**src/hdl/touch_pkg.sv**
```systemverilog
package touch_pkg;
    // ******************************
    // addresses and switch codes
    // ******************************
    localparam logic [6:0] HID_ADDR_DEFAULT = 7'h51;
    localparam logic [6:0] VENDOR_ADDR_DEFAULT = 7'h50;
    localparam logic [6:0] BLANK_ADDR = 7'h00;
    localparam logic [7:0] HID_DISABLE = 8'hFF;
    localparam logic [7:0] EMPTY_READ = 8'hFF;
    localparam logic [15:0] HID_DESC_REG = 16'h0001;
    // ******************************
    // buffering and timing
    // ******************************
    localparam int TX_BUF_BYTES = 128;
    localparam int STAGE_DEPTH = 4;
    localparam int CLOCK_KHZ = 10000;
    localparam int SCL_MAX_KHZ = 400;
    localparam int SCL_MIN_PERIOD_CYCLES = CLOCK_KHZ / SCL_MAX_KHZ;

    typedef enum logic [2:0] {IDLE, ADDR, ADDR_ACK, RX, RX_ACK, TX, TX_ACK, WAIT} i2c_state_e;
endpackage : touch_pkg

```
**src/hdl/touch_module_i2c_slave_port.sv**
```systemverilog
`timescale 1ns/1ps
// ******************************
// generic fifo, flop storage
// ******************************
module fifo_buf #(
    parameter int WIDTH = 8,
    parameter int DEPTH = 4
) (
    input wire logic clock,
    input wire logic rst,
    input wire logic inValid,
    output logic inReady,
    input wire logic [WIDTH-1:0] inData,
    output logic outValid,
    input wire logic outReady,
    output logic [WIDTH-1:0] outData,
    output logic [$clog2(DEPTH+1)-1:0] count
);
    localparam int AW = $clog2(DEPTH);
    logic [WIDTH-1:0] mem [DEPTH];
    logic [AW-1:0] wrPtr;
    logic [AW-1:0] rdPtr;
    logic push;
    logic pop;

    assign inReady = count != ($clog2(DEPTH+1))'(DEPTH);
    assign outValid = count != '0;
    assign push = inValid && inReady;
    assign pop = outValid && outReady;
    assign outData = mem[rdPtr];

    always_ff @(posedge clock)
    begin
        if (push)
            mem[wrPtr] <= inData;
    end

    always_ff @(posedge clock or posedge rst)
    begin
        if (rst)
        begin
            wrPtr <= '0;
            rdPtr <= '0;
            count <= '0;
        end
        else
        begin
            // pointers wrap only for power-of-two depths
            if (push)
                wrPtr <= wrPtr + 1'b1;
            if (pop)
                rdPtr <= rdPtr + 1'b1;
            count <= count + (($clog2(DEPTH+1))'(push)) - (($clog2(DEPTH+1))'(pop));
        end
    end
endmodule : fifo_buf

// ******************************
// i2c slave port, two functions
// ******************************
module touch_module_i2c_slave_port
    import touch_pkg::*;
(
    input wire logic clock,
    input wire logic rst,
    input wire logic sclIn,
    output logic sclOut,
    output logic sclOe,
    input wire logic sdaIn,
    output logic sdaOut,
    output logic sdaOe,
    output logic irqN,
    input wire logic [6:0] hidAddrSw,
    input wire logic [6:0] vendorAddrSw,
    input wire logic [7:0] hidFunctionConfigSwitch,
    input wire logic tdValid,
    output logic tdReady,
    input wire logic [7:0] tdData,
    input wire logic tdFirst,
    input wire logic [2:0] tdLen,
    output logic [7:0] cmdData,
    output logic cmdValid,
    input wire logic cmdBusy,
    output logic [15:0] hidReg,
    output logic hidDescSel,
    output logic [7:0] hidWrData,
    output logic hidWrValid,
    input wire logic [7:0] hidRdData,
    output logic hidRdStrobe,
    input wire logic hidIrqReq
);
    i2c_state_e state;
    logic [2:0] sclS;
    logic [2:0] sdaS;
    logic sclF;
    logic sdaF;
    logic next_scl;
    logic next_sda;
    logic rise;
    logic fall;
    logic start;
    logic stop;
    logic [7:0] sh;
    logic [3:0] cnt;
    logic rw;
    logic isHid;
    logic [1:0] wrIdx;
    logic stretch;
    logic hidOn;
    logic hidHit;
    logic venHit;
    logic [6:0] hidAddr;
    logic [6:0] venAddr;
    logic loadTx;
    logic rxDone;
    logic [7:0] txByte;
    logic stValid;
    logic stReady;
    logic [11:0] stData;
    logic keep;
    logic accept;
    logic effKeep;
    logic bufInReady;
    logic bufValid;
    logic bufPop;
    logic [7:0] bufData;
    logic [7:0] bufCount;

    // ******************************
    // pin synchronisers and events
    // ******************************
    always_ff @(posedge clock or posedge rst)
    begin
        if (rst)
        begin
            sclS <= 3'h7;
            sdaS <= 3'h7;
            sclF <= 1'b1;
            sdaF <= 1'b1;
        end
        else
        begin
            sclS <= {sclS[1:0], sclIn};
            sdaS <= {sdaS[1:0], sdaIn};
            sclF <= next_scl;
            sdaF <= next_sda;
        end
    end

    // glitch filter: stages two and three must agree
    assign next_scl = (sclS[1] == sclS[2]) ? sclS[2] : sclF;
    assign next_sda = (sdaS[1] == sdaS[2]) ? sdaS[2] : sdaF;
    assign rise = !sclF && next_scl;
    assign fall = sclF && !next_scl;
    assign start = sclF && next_scl && sdaF && !next_sda;
    assign stop = sclF && next_scl && !sdaF && next_sda;

    // ******************************
    // address match
    // ******************************
    assign hidOn = hidFunctionConfigSwitch != HID_DISABLE;
    // switches are quasi-static; a blank switch falls back to the default
    assign hidAddr = (hidAddrSw == BLANK_ADDR) ? HID_ADDR_DEFAULT : hidAddrSw;
    assign venAddr = (vendorAddrSw == BLANK_ADDR) ? VENDOR_ADDR_DEFAULT : vendorAddrSw;
    assign hidHit = hidOn && (sh[7:1] == hidAddr);
    assign venHit = sh[7:1] == venAddr;

    assign loadTx = fall && ((state == ADDR_ACK && rw) || state == TX_ACK);
    assign rxDone = fall && state == RX && cnt == 4'h8;
    assign txByte = isHid ? hidRdData : (bufValid ? bufData : EMPTY_READ);
    assign bufPop = loadTx && !isHid && bufValid;
    assign hidRdStrobe = loadTx && isHid;

    // ******************************
    // byte-level state machine
    // ******************************
    always_ff @(posedge clock or posedge rst)
    begin
        if (rst)
        begin
            state <= IDLE;
            sh <= 8'h00;
            cnt <= 4'h0;
            rw <= 1'b0;
            isHid <= 1'b0;
        end
        else if (start)
        begin
            state <= ADDR;
            cnt <= 4'h0;
        end
        else if (stop)
            state <= IDLE;
        else
        begin
            case (state)
                ADDR, RX:
                begin
                    if (rise)
                    begin
                        sh <= {sh[6:0], next_sda};
                        cnt <= cnt + 4'h1;
                    end
                    if (fall && cnt == 4'h8 && state == RX)
                        state <= RX_ACK;
                    else if (fall && cnt == 4'h8)
                    begin
                        state <= (hidHit || venHit) ? ADDR_ACK : IDLE;
                        rw <= sh[0];
                        isHid <= hidHit;
                    end
                end
                ADDR_ACK, RX_ACK:
                begin
                    if (fall)
                    begin
                        state <= (state == ADDR_ACK && rw) ? TX : RX;
                        cnt <= 4'h0;
                    end
                    if (loadTx)
                        sh <= txByte;
                end
                TX:
                begin
                    if (fall)
                    begin
                        sh <= {sh[6:0], 1'b1};
                        cnt <= cnt + 4'h1;
                        if (cnt == 4'h7)
                            state <= TX_ACK;
                    end
                end
                TX_ACK:
                begin
                    if (rise && next_sda)
                        state <= WAIT;
                    else if (fall)
                    begin
                        state <= TX;
                        cnt <= 4'h0;
                        sh <= txByte;
                    end
                end
                default:
                    state <= state;
            endcase
        end
    end

    // open drain: only ever pull low
    assign sdaOut = 1'b0;
    assign sclOut = 1'b0;
    assign sdaOe = (state == ADDR_ACK || state == RX_ACK) || (state == TX && !sh[7]);
    assign sclOe = stretch;

    // ******************************
    // received bytes and stretch
    // ******************************
    always_ff @(posedge clock or posedge rst)
    begin
        if (rst)
        begin
            wrIdx <= 2'h0;
            cmdData <= 8'h00;
            cmdValid <= 1'b0;
            hidReg <= 16'h0000;
            hidWrData <= 8'h00;
            hidWrValid <= 1'b0;
        end
        else
        begin
            cmdValid <= rxDone && !isHid;
            hidWrValid <= rxDone && isHid && wrIdx == 2'h2;
            if (start)
                wrIdx <= 2'h0;
            else if (rxDone && isHid && wrIdx != 2'h2)
                wrIdx <= wrIdx + 2'h1;
            if (rxDone && !isHid)
                cmdData <= sh;
            if (rxDone && isHid && wrIdx == 2'h0)
                hidReg[7:0] <= sh;
            if (rxDone && isHid && wrIdx == 2'h1)
                hidReg[15:8] <= sh;
            if (rxDone && isHid && wrIdx == 2'h2)
                hidWrData <= sh;
        end
    end

    assign hidDescSel = hidReg == HID_DESC_REG;

    // hold SCL low after the ack of a vendor command until it is done
    always_ff @(posedge clock or posedge rst)
    begin
        if (rst)
            stretch <= 1'b0;
        else if (state == RX_ACK && fall && !isHid && cmdBusy)
            stretch <= 1'b1;
        else if (!cmdBusy)
            stretch <= 1'b0;
    end

    always_ff @(posedge clock or posedge rst)
    begin
        if (rst)
            irqN <= 1'b1;
        else
            irqN <= hidOn ? !hidIrqReq : !bufValid;
    end

    // ******************************
    // touch queue with discard
    // ******************************
    fifo_buf #(.WIDTH(12), .DEPTH(STAGE_DEPTH)) stage (
        .clock(clock),
        .rst(rst),
        .inValid(tdValid),
        .inReady(tdReady),
        .inData({tdFirst, tdLen, tdData}),
        .outValid(stValid),
        .outReady(stReady),
        .outData(stData),
        .count()
    );

    // whole action is judged on its first byte so no partial action is queued
    assign accept = (9'(bufCount) + 9'(stData[10:8])) <= 9'(TX_BUF_BYTES);
    assign effKeep = stData[11] ? accept : keep;
    assign stReady = !effKeep || bufInReady;

    always_ff @(posedge clock or posedge rst)
    begin
        if (rst)
            keep <= 1'b0;
        else if (stValid && stReady && stData[11])
            keep <= accept;
    end

    fifo_buf #(.WIDTH(8), .DEPTH(TX_BUF_BYTES)) txq (
        .clock(clock),
        .rst(rst),
        .inValid(stValid && effKeep),
        .inReady(bufInReady),
        .inData(stData[7:0]),
        .outValid(bufValid),
        .outReady(bufPop),
        .outData(bufData),
        .count(bufCount)
    );

    // ******************************
    // assertions
    // ******************************
    // scl is only ever held right after a vendor byte ack, before any new bit
    a_slave_only:
        assert property (@(posedge clock) disable iff (rst)
            sclOe |-> state == RX && cnt == 4'h0 && !isHid)
        else $error("scl held outside a vendor ack");
    a_stretch_release:
        assert property (@(posedge clock) disable iff (rst) stretch && !cmdBusy |=> !sclOe)
        else $error("stretch not released");
    a_irq_vendor_owner:
        assert property (@(posedge clock) disable iff (rst)
            !hidOn && $stable(hidFunctionConfigSwitch) |=> irqN == !$past(bufValid))
        else $error("vendor irq wrong");
    a_irq_hid_owner:
        assert property (@(posedge clock) disable iff (rst) hidOn |=> irqN == !$past(hidIrqReq))
        else $error("hid irq wrong");
    a_empty_reads_ff:
        assert property (@(posedge clock) disable iff (rst)
            loadTx && !isHid && !bufValid |=> sh == EMPTY_READ)
        else $error("empty read not FF");
    a_addr_ack:
        assert property (@(posedge clock) disable iff (rst)
            state == ADDR && fall && cnt == 4'h8 && venHit && !start && !stop
            |=> state == ADDR_ACK && sdaOe)
        else $error("address not acked");
    a_read_nack_end:
        assert property (@(posedge clock) disable iff (rst)
            state == TX_ACK && rise && next_sda && !start && !stop |=> state == WAIT ##1 !sdaOe)
        else $error("nack did not end read");
    a_drop_action:
        assert property (@(posedge clock) disable iff (rst)
            stValid && stData[11] && !accept
            |-> stReady ##1 bufCount == $past(bufCount) - 8'($past(bufPop)))
        else $error("action queued without room");
    a_dir_bit:
        assert property (@(posedge clock) disable iff (rst)
            state == ADDR && fall && cnt == 4'h8 && !start && !stop |=> rw == $past(sh[0]))
        else $error("direction bit lost");
endmodule : touch_module_i2c_slave_port

```
**config.mk**
```make
export PLATFORM = sky130hd
export DESIGN_NAME = touch_module_i2c_slave_port
export DESIGN_NICKNAME = d
export VERILOG_FILES = /design/src/hdl/touch_pkg.sv /design/src/hdl/touch_module_i2c_slave_port.sv
export SDC_FILE = /design/constraint.sdc
export NUM_CORES = 1
export LEC_CHECK = 0
export BUFFER_PORTS_ARGS = -buffer_cell sky130_fd_sc_hd__buf_4
export CAP_MARGIN = 20
export CORE_MARGIN = 4
export CORE_UTILIZATION = 55
export CTS_CLUSTER_SIZE = 40
export DETAILED_ROUTE_END_ITERATION = 12
export PLACE_DENSITY = 0.71
export SYNTH_ARGS = -nofsm -noshare
export SYNTH_HDL_FRONTEND = slang
export SYNTH_SLANG_ARGS = --single-unit
```
**constraint.sdc**
```tcl
create_clock -name clock -period 7.35 [get_ports clock]
set_input_delay 0.3675 -clock clock [delete_from_list [all_inputs] [get_ports clock]]
set_output_delay 0.3675 -clock clock [all_outputs]
set_load 0.02 [all_outputs]
```
# After elaboration in Yosys (flattened, before gate mapping)

Memory sizes are Yosys's and may differ from the RTL's.
Cells that the tools add are included.

Add/subtract/negate cells: 11
Reduce and logical (&&, ||, !) cells: 63
Bitwise operators: 3
Multipliers: 0
Multiplexer cells: 41
Divide/modulo/power cells: 0
Equal/unequal tests: 34
Shift operators: 0
$lt $le $gt $ge: 1

Operators by type and width:

| kind                  | count |
|---|---|
| $mux W8               | 7 |
| $logic_and A1 B1 Y1   | 34 |
| $pmux W8 S4           | 1 |
| $mux W3               | 10 |
| $mux W4               | 6 |
| $eq A16 B1 Y1 const B | 1 |
| $ne A8 B8 Y1 const B  | 2 |
| $pmux W4 S4           | 1 |
| $add A7 B1 Y7 const B | 2 |
| $eq A7 B7 Y1          | 2 |
| $logic_not A7 Y1      | 2 |
| $mux W7               | 2 |
| $ne A2 B2 Y1 const B  | 7 |
| $ne A3 B3 Y1 const B  | 4 |
| $ne A4 B4 Y1 const B  | 3 |
| $pmux W3 S4           | 1 |
| $mux W1               | 10 |
| $reduce_and A5 Y1     | 2 |
| $add A8 B3 Y9         | 1 |
| $eq A3 B3 Y1 const B  | 3 |
| $le A9 B8 Y1 const B  | 1 |
| $logic_not A1 Y1      | 9 |
| $add A8 B1 Y8         | 1 |
| $reduce_and A8 Y1     | 1 |
| other kinds (27)      | 40 |

Output and inout bits: 42
Register bits after elaboration: 93
Logic and storage cells: 180
Bits in read-only memories: 0
RAM bits: 1072
Input bits: 49
Memories kept: 2
Bits in latches: 0

Memory list:

| memory    | words | bits a word | rd ports | clocked after Yosys merged registers in | wr ports | line                              | RTL |
|---|---|---|---|---|---|---|---|
| txq.mem   | 128   | 8           | 1        | 0                                       | 1        | touch_module_i2c_slave_port.sv:20 | `logic [WIDTH-1:0] mem [DEPTH];` |
| stage.mem | 4     | 12          | 1        | 0                                       | 1        | touch_module_i2c_slave_port.sv:20 |  |

# Longest topological paths before layout

Gate-level depths: netlist (run 1).

Depth after elaboration: 11
Mapped depth: 18
Depth with buffers taken out: 17

# Cells and area by module

From an unflattened synthesis (run 1), not the netlist that was laid out.

Cells, all modules: 2454
Area total of the unflattened synthesis: 46559.7 µm²

Modules (own cells, without submodules):

| module                      | cells an instance | instances | area each (µm²) | seq. area each (µm²) |
|---|---|---|---|---|
| fifo_buf at txq             | 2019              | 1         | 40900.5         | 31300.0 |
| touch_module_i2c_slave_port | 330               | 1         | 3427.0          | 1612.8 |
| fifo_buf at stage           | 105               | 1         | 2232.1          | 1616.6 |

# Worst setup path after synthesis (run 1)

OpenSTA, ideal clock, no wires.

Path kind: reg2reg
From: register stage.rdPtr[0]
To: register txq.count[6]
Arrival time: 4649 ps
Buffers on the path: 1
Clock period less this slack: 4771 ps
Setup time: 122 ps
Setup slack: 2579 ps
Cell stages (with the launch flop): 19
Required time: 7228 ps
Cell sequence: dfrtp_1 > buf_1 > mux4_2 > ha_1 > fa_1 > a21o_1 > and4_1 > nor4b_2 > a32o_2 > and2_1 > ha_1 > inv_1 > fa_1 > nand2b_1 > a21oi_1 > o21ai_0 > a21oi_1 > nor2_1 > xnor2_1

Cells in the longest elaborated chain, start to end: 8

RTL lines:

| item                     | line                               | RTL |
|---|---|---|
| start: declaration       | touch_module_i2c_slave_port.sv:22  | `logic [AW-1:0] rdPtr;` |
| start signal: assignment | touch_module_i2c_slave_port.sv:52  | `rdPtr <= rdPtr + 1'b1;` |
| $mem_v2 Z4 W12 (*)       | --                                 |  |
| $add A8 B3 Y9            | touch_module_i2c_slave_port.sv:326 | `assign accept = (9'(bufCount) + 9'(stData[10:8])) <= 9'(TX_BUF_BYTES);` |
| $le A9 B8 Y1             | touch_module_i2c_slave_port.sv:326 |  |
| $mux W1 (*)              | touch_module_i2c_slave_port.sv:327 | `assign effKeep = stData[11] ? accept : keep;` |
| $logic_and A1 B1 Y1 (*)  | touch_module_i2c_slave_port.sv:341 | `.inValid(stValid && effKeep),` |
| $logic_and A1 B1 Y1 (*)  | touch_module_i2c_slave_port.sv:28  | `assign push = inValid && inReady;` |
| named net txq.push       | touch_module_i2c_slave_port.sv:23  | `logic push;` |
| $add A8 B1 Y8 (*)        | touch_module_i2c_slave_port.sv:53  | `count <= count + (($clog2(DEPTH+1))'(push)) - (($clog2(DEPTH+1))'(pop));` |
| $sub A8 B1 Y8 (*)        | touch_module_i2c_slave_port.sv:53  |  |
| end signal: assignment   | touch_module_i2c_slave_port.sv:53  |  |
| end: declaration         | touch_module_i2c_slave_port.sv:17  | `output logic [$clog2(DEPTH+1)-1:0] count` |

The timed path passes the listed nets; every way through them passes the cells marked *.
A chain may end at the register's enable or synchronous reset.

# Worst setup path after layout (run 1)

From: register stage.rdPtr[0]
To: memory txq.mem[84][5] (netlist: txq.mem[42][5]) (enable)

Cells in the longest elaborated chain, start to end: 8

RTL lines:

| item                              | line                               | RTL |
|---|---|---|
| $mem_v2 Z4 W12 (*)                | --                                 |  |
| $add A8 B3 Y9                     | touch_module_i2c_slave_port.sv:326 |  |
| $le A9 B8 Y1                      | touch_module_i2c_slave_port.sv:326 |  |
| $mux W1 (*)                       | touch_module_i2c_slave_port.sv:327 |  |
| $logic_and A1 B1 Y1 (*)           | touch_module_i2c_slave_port.sv:341 |  |
| $logic_and A1 B1 Y1 (*)           | touch_module_i2c_slave_port.sv:28  |  |
| $mux W1 (*)                       | touch_module_i2c_slave_port.sv:34  | `if (push)` |
| $mux W1 (implied by the code) (*) | touch_module_i2c_slave_port.sv:35  | `mem[wrPtr] <= inData;` |
| end: declaration                  | touch_module_i2c_slave_port.sv:20  |  |

Mark *: on every way between the ends. The rest lies on a longest branch, timed or not.

==> results.txt, run 1 <==
Of all flip-flops after synthesis, the portion carrying an async set or reset was 7.98%. Number of design-rule violations left by the first detailed-router iteration: 3142. In the final routed layout, each cell accounts on average for 30.8 µm. Dividing the detail-routed via count by the number of cells gives 6.54. Maximum net fanout on the critical path: 16. The flow ran to the end, and the final reports show no timing, DRC or antenna violations.

Across the VDD grid, the largest voltage drop is 0.581 mV. The tools report the latest clock arrival within the worst-skew pair as 0.70 ns. For this design, the slowest cell found on the critical path is sky130_fd_sc_hd__dfrtp_1. The die covers 0.0896 mm². The synthesized area per cell works out to 19.3 µm². In the final layout, the share of cells above drive strength 1 is 23.4%. The most area-hungry cell type in the Yosys netlist is sky130_fd_sc_hd__edfxtp_1.

The run gives 2637 as the number of nets at the end of the flow. For the estimated wirelength of the detail-placed design, the log shows 69800 µm. Share of synthesized area occupied by flip-flops and latches: 73.9%. During I/O placement, the number of pins put on the boundary was 91. Max-cap violations in this run came to 0. Together, buffers and inverters on the worst path number 0.

Headroom to the max-slew limit came out at 18.2%. For the number of search-and-repair iterations in the first detailed-routing pass, the log shows 6. The number of clock sinks was 1165; the width of the die was 299 µm. The tools report the final cell count without fillers as 3781. Entering global routing, the biggest net connects 93 pins. The tools report the number of antenna violations at the first check in global routing as 0. After detailed routing, the number of remaining DRC violations is 0.

The type of origin of the critical path was a flip-flop. The logs give 0 for the final count of hold timing violations and 24700 for the via count. The number of clock buffers added by TritonCTS is 112. The design draws 18.0 mW.

The first global-routing pass estimated 172000 µm of wire. The global routing usage summed across all routing layers was 26.2%. Classification of the worst setup path: flip-flop to flip-flop. After synthesis, the largest area contributor takes up 68.9% of total cell area. The signal on the critical path passes through mux4_2, ha_1, fa_1, a21o_1, and4_1, nor4b_2, a32o_2, nand4b_4, nor2_1. In this run, synthesis inferred 1072 flip-flops with an integrated enable.

After filler insertion, the fill cell instance count of the layout stands at 5648. The H-tree was split into 3 levels. The worst hold path begins at hidRdData[5]. The placed instances occupy a cell area of 0.0484 mm². Most frequently used flop master after synthesis: sky130_fd_sc_hd__edfxtp_1.

Across the routed clock network, the largest skew measured is 0.0244 ns. For the initial core utilization, the log shows 55.6%. The logs give 0 for the number of setup buffers added after CTS and 0 for the sum of overflow across all layers after global routing. The cell area that synthesis handed to floorplanning was 0.0467 mm². Setup repair after global routing left no endpoint under its margin.

The power density over the cells was 343 mW/mm². Uppermost signal routing layer after detailed routing: met4. The die span in y was 299 µm. The deepest clock path buffer count was 3.

After clock tree synthesis, the clock-pin slew on the worst setup and hold paths is 0.07 ns. The arrival time of data at the critical path endpoint is 5.67 ns. Number of library cell types mapped by synthesis: 82. The master cell of the clock root buffer is sky130_fd_sc_hd__clkbuf_16.

Total wirelength of the detailed-routed design: 116000 µm. The class of the most critical hold timing path is primary input to flip-flop. After synthesis, the cell types taking the most area are sky130_fd_sc_hd__edfxtp_1 (69%), sky130_fd_sc_hd__mux4_2 (11%), sky130_fd_sc_hd__dfrtp_1 (4.5%), sky130_fd_sc_hd__mux2i_1 (2.0%), sky130_fd_sc_hd__mux2_2 (1.5%).

The detail route stage leaves a number of antenna-violating nets equal to 0. The count of port buffers added during placement was 88; the post-route minimum period was 5.35 ns. The Yosys step of the flow raised 0 warnings. The endpoint class of the critical path was a flip-flop.

From synthesis to final layout, the design area changed by 12.1%. Synthesis inferred 1165 register bits. Top cell family by delay on the critical path: simple AND/OR/NAND/NOR gates. After floorplanning, the core was divided into 106 placement rows. For the core region area, the log shows 0.0840 mm².

The number of instances in the synthesized netlist was 2421. Launch point of the worst path: stage.rdPtr[0]. TritonCTS built the clock tree. Cell total after placement: 3555. On the worst path, the slowest cell contributes a delay of 0.84 ns. For the pin with the worst max-slew slack, the measured transition is 1.21 ns. Derived from the worst setup path, the maximum achievable clock frequency is 187 MHz. The sum of negative setup slack is 0 ns. For the leakage component of the power, the log shows 16.8 nW. The routed design uses 12100 µm of met3 wire. The final clock period utilization by the worst path was 72.8%. The logs give 25000 for the via count of the first global-routing pass and 55300 µm for the detailed-routed wire length on met2. In this run the critical register-to-register path is launched from stage.rdPtr[0]. The final design area excluding fillers came out at 0.0524 mm². For the max-slew violation count, the log shows 0. For the worst setup path, the data required time is 7.67 ns. Hold is met by 0.0798 ns.

Setup violations remaining at the end of the flow were counted as 0. The tools report the routability congestion estimate as 0.903. The final antenna diode count was 0.

The run gives 44900 µm as the total routed wire length on the met1 layer.
through the flow:
stage | setup slack (ns) | utilization (%)
2_1_floorplan | 2.58 | -
3_3_place_gp | 2.16 | 57.7
3_5_place_dp | 2.01 | 57.7
4_1_cts | 2.01 | 62.3
5_1_grt | 1.60 | 62.4
6_report | 2.00 | 62.4
power breakdown:
part	internal [mW]	switching, mW	total, mW	leakage (nW)
logic	0.590	2.46	3.05	4.10
registers	8.78	0.296	9.07	10.8
clock network	3.37	2.46	5.83	1.83
state kept, by name, indices dropped and copies added, names as in the netlist, 2 cells and up:
name and count:
stage.count 3, txq.count 8, cnt 4, txq.rdPtr 7
sdaS 3, cmdData 8, stage.rdPtr 2, stage.wrPtr 2
wrIdx 2, txq.wrPtr 7, state 3, hidWrData 8
sh 8, txq.mem 1024, stage.mem 48, sclS 3
hidReg 16
timing repair:
action                                 CTS  global route
resized for setup                        0             0
endpoints found under the hold margin   87             0
hold buffers                            17             0
layer usage:
metal	vias up	GRT usage, %
met4	0	8.74
met3	233	6.00
met1	12800	37.2
li1	10100	-
met5	-	0
met2	1587	40.8
final timing paths:
path / cells after the start / to / slack, ns
max: 9 / txq.mem[42][5] / 2.00
min in group asynchronous: 3 / stage.wrPtr[1] / 0.30
min reg2reg: 0 / sclS[1] / 0.36
max in group asynchronous: 4 / cmdData[5] / 5.94
min: 3 / sh[5] / 0.08
max reg2reg: 9 / txq.mem[42][5] / 2.00
worst reg2reg max path: stages (launching register included):
cell,delay (ns)
sky130_fd_sc_hd__dfrtp_1,0.84
sky130_fd_sc_hd__mux4_2,0.61
sky130_fd_sc_hd__ha_1,0.24
sky130_fd_sc_hd__fa_1,0.44
sky130_fd_sc_hd__a21o_1,0.23
sky130_fd_sc_hd__and4_1,0.24
sky130_fd_sc_hd__nor4b_2,0.33
sky130_fd_sc_hd__a32o_2,0.53
sky130_fd_sc_hd__nand4b_4,0.70
sky130_fd_sc_hd__nor2_1,0.83
area by class of cell:
type	count	area [µm²]	share of cell area [%]
clock buffers	132	2950	5.64
clock inverters	76	779	1.49
repair buffers	142	1150	2.20
multi-input cells	1095	11400	21.7
inverters	37	141	0.270
flip-flops and latches	1165	34500	66.0
well taps	1134	1420	2.71
cell usage after synthesis, types with 23 or more instances:
cell                       number
sky130_fd_sc_hd__nor2_1       173
sky130_fd_sc_hd__inv_1         36
sky130_fd_sc_hd__a211oi_1      28
sky130_fd_sc_hd__mux4_2       232
sky130_fd_sc_hd__nand3_1       23
sky130_fd_sc_hd__nand2_1       65
sky130_fd_sc_hd__a22oi_1       28
sky130_fd_sc_hd__xnor2_1       29
sky130_fd_sc_hd__clkbuf_1      44
sky130_fd_sc_hd__a21oi_1       42
sky130_fd_sc_hd__ha_1          32
sky130_fd_sc_hd__mux2i_1       91
sky130_fd_sc_hd__dfrtp_1       84
sky130_fd_sc_hd__o21ai_0       29
sky130_fd_sc_hd__edfxtp_1    1072
sky130_fd_sc_hd__o221ai_1      25
sky130_fd_sc_hd__buf_2         37
sky130_fd_sc_hd__mux2_2        63
sky130_fd_sc_hd__buf_4         24
cells in the final DEF (no fill, tap or decap), types with 41 or more instances in the layout:
cell type and instances:
sky130_fd_sc_hd__a21oi_1 41, sky130_fd_sc_hd__buf_4 122, sky130_fd_sc_hd__clkbuf_16 115, sky130_fd_sc_hd__dfrtp_1 81, sky130_fd_sc_hd__edfxtp_1 1072, sky130_fd_sc_hd__mux2_2 63
sky130_fd_sc_hd__mux2i_1 91, sky130_fd_sc_hd__mux4_2 224, sky130_fd_sc_hd__nand2_1 65, sky130_fd_sc_hd__nor2_1 172
kinds of logic after synthesis:
group	after synthesis	share of synthesized area [%]
adder cells (fa/ha/maj)	37	1.03
multiplexers	386	14.7
flip-flops	1165	73.9
AND/OR/NAND/NOR	381	4.04
XOR/XNOR	39	0.731
AO/OA/AOI/OAI	250	3.81
other	1	0.00803
buffers and inverters	162	1.79
Power figures use the tool's default switching activity.
==> run 2: changes to the inputs <==
- PLACE_DENSITY: 0.71 -> 0.74
- clock period: 7.35 -> 4.7 ns (I/O delays scaled with it)
==> run 2 against run 1 <==
Register-to-register slack got worse by 1.7 ns; non-clock buffer count rose by 166; global-route usage shrank 1.0 points; total power is 53% higher; critical endpoint is now txq.count[6]; largest power group unchanged.
==> results.txt, run 2 (synthesized netlist as in run 1, its figures left out) <==
The tools report the number of placement rows as 106. Number of clock sinks: 1165. The arrival time of data at the critical path endpoint is 4.96 ns. Clock tree synthesis inserted a total of 111 buffers. The worst pin sits at a relative slew slack of 24.6%.

Clock edge transition at the registers on the reported setup and hold paths: 0.07 ns. In the final layout, the registers with the most flip-flops are txq.mem (1024), stage.mem (48), hidReg (16). The register with the most flip-flops in the layout has 1024 of them.

The total overflow left after global routing is 0. The worst hold path belongs to the class primary input to flip-flop. The tools report the number of antenna violations at the first check in global routing as 2. The fraction of final layout cells sized beyond drive strength 1 is 27.7%.

The tools report the H-tree depth reported by CTS as 3. The transition time at the pin with the least slew margin came out at 1.11 ns. The worst path setup slack after routing is 0.286 ns. The worst setup slack before clock tree synthesis was 0.142 ns. The core region area was 0.0840 mm².

Pin placement for this block handled 91 I/O pins. The die span in y is 299 µm, and the maximum net fanout on the critical path is 4. The most common cell after layout, fill and taps aside is sky130_fd_sc_hd__edfxtp_1. Number of nets at the end of the flow: 2802. Port buffering added 88 buffers. The first-pass GRT wire length was 168000 µm; the power density over the cells was 512 mW/mm². The number of search-and-repair iterations in the first detailed-routing pass was 5; the post-route minimum period was 4.41 ns.

In this run the clock root is driven by a sky130_fd_sc_hd__clkbuf_16. The routed layout has 25000 vias. Global routing used 25.2% of the available tracks.

Setup repair after global routing left no endpoint under its margin. The die covers 0.0896 mm². For the worst setup path, the data required time is 5.25 ns.

In the routed design, unresolved DRC markers number 0. In this run the horizontal extent of the chip is 299 µm. The via count of the first global-routing pass was 25800.

Max-slew violation count: 0. The count of nets left with antenna violations once routing finished came out at 0. The sum of negative setup slack was 0 ns; the final clock period utilization by the worst path was 93.9%. The run gives 0 as the final count of hold timing violations. Classification of the worst setup path: flip-flop to flip-flop. The worst supply voltage drop on vdd was 0.533 mV; the final setup violation count was 0. In the final routed layout, each cell accounts on average for 28.3 µm.

The top cell types in the final layout, fill and taps aside, are sky130_fd_sc_hd__edfxtp_1 (1072), sky130_fd_sc_hd__buf_4 (279), sky130_fd_sc_hd__mux4_2 (224). Detailed placement ended at an HPWL of 69000 µm. No sink is reached through more buffers than the 3 on the longest clock path. The slowest library cell on the worst path was sky130_fd_sc_hd__mux4_2. The run gives 0.891 as the routability congestion estimate. The highest clock frequency the design can meet is 227 MHz.

The run gives 3136 as the number of design-rule violations left by the first detailed-router iteration. From synthesis to final layout, the design area changed by 14.5%. The largest single stage delay on the critical path is 0.51 ns.

Walking the worst path, the cells encountered are mux4_2, ha_1, fa_1, a21o_1, and4_1, nor4b_4, a32o_2, and2_1, ha_1, inv_1, fa_1, nand2b_1, a21oi_1, o21ai_0, a21oi_1, nor2_1, xnor2_1. Summed over all cells, the static leakage comes to 17.5 nW. Once the floorplan was initialized, standard cells occupied 55.6% of the core. For this block, the routed nets add up to 112000 µm of wire. The reported max-cap violation count is 0, and the clock skew is 0.0305 ns. Entering global routing, the biggest net connects 106 pins. TritonCTS built the clock tree. STA classifies the critical path endpoint as a flip-flop. The latest clock arrival within the worst-skew pair is 0.67 ns.

Type of origin of the critical path: a flip-flop. The ratio of routed vias to standard cells was 6.33; the number of inserted filler cells in the final layout was 5579. The register with the most flip-flops in the final layout is txq.mem.

The flow ran to the end, and the final reports show no timing, DRC or antenna violations.
## run 2: final cells by class
type / instances / area [µm²] / area share [%]
Tap cell: 1134 / 1420 / 2.65
Inverter: 37 / 141 / 0.264
Multi-Input combinational cell: 1095 / 11400 / 21.3
Clock buffer: 135 / 2930 / 5.48
Antenna cell: 2 / 5.00 / 0.00936
Clock inverter: 72 / 574 / 1.07
Sequential cell: 1165 / 34500 / 64.6
Timing Repair Buffer: 308 / 2490 / 4.66
## run 2: through the flow
stage	cells	instance area, µm²	utilization [%]	power (mW)	hold WS [ns]
final	3948	53500	63.7	27.4	0.0329
after global routing	3946	53500	63.7	28.4	0.0287
after CTS	3942	53400	63.6	27.4	0.00103
after detailed placement	3715	49700	59.2	18.9	0.344
after global placement	3715	49700	59.2	18.6	0.343
after floorplan	2422	46700	-	16.7	0.239
## run 2: what timing repair did
item | in CTS | in global routing
hold buffers | 20 | 0
buffers inserted | 0 | 2
endpoints found under the setup margin | 0 | 2
resized for setup | 0 | 2
endpoints found under the hold margin | 101 | 0
## run 2: worst max-delay path, delay by kind of cell (launching register included)
family / cells / cell delay [ns]
xor gates and xnor gates: 1 / 0.12
buffers and inverters: 1 / 0.07
muxes: 1 / 0.51
and+or+nand+nor: 5 / 0.99
AOI/OAI and AO/OA: 5 / 0.90
adders and majority gates: 4 / 1.30
DFF: 1 / 0.39
## run 2: final timing paths
check | start | to | slack, ns | depth (start not counted)
worst max-delay path | stage.rdPtr[0] | txq.count[6] | 0.29 | 17
worst min-delay path | hidRdData[1] | sh[1] | 0.03 | 3
worst max register to register | stage.rdPtr[0] | txq.count[6] | 0.29 | 17
worst min register to register | sdaS[0] | sdaS[1] | 0.36 | 0
max in group asynchronous | rst | txq.rdPtr[1] | 3.31 | 4
min in group asynchronous | rst | stage.wrPtr[0] | 0.19 | 3
## run 2: power by group
part	internal (mW)	total, mW	switching, mW
clock	4.87	8.62	3.75
combinational	1.09	4.68	3.59
sequential	13.7	14.1	0.408
## run 2: per-layer routing
layer	routed length (µm)	track usage [%]	up-vias
met4	3880	8.45	0
met1	42300	34.8	12900
met2	54500	40.6	1429
li1	-	-	10500
met5	0	0	-
met3	11100	5.37	244
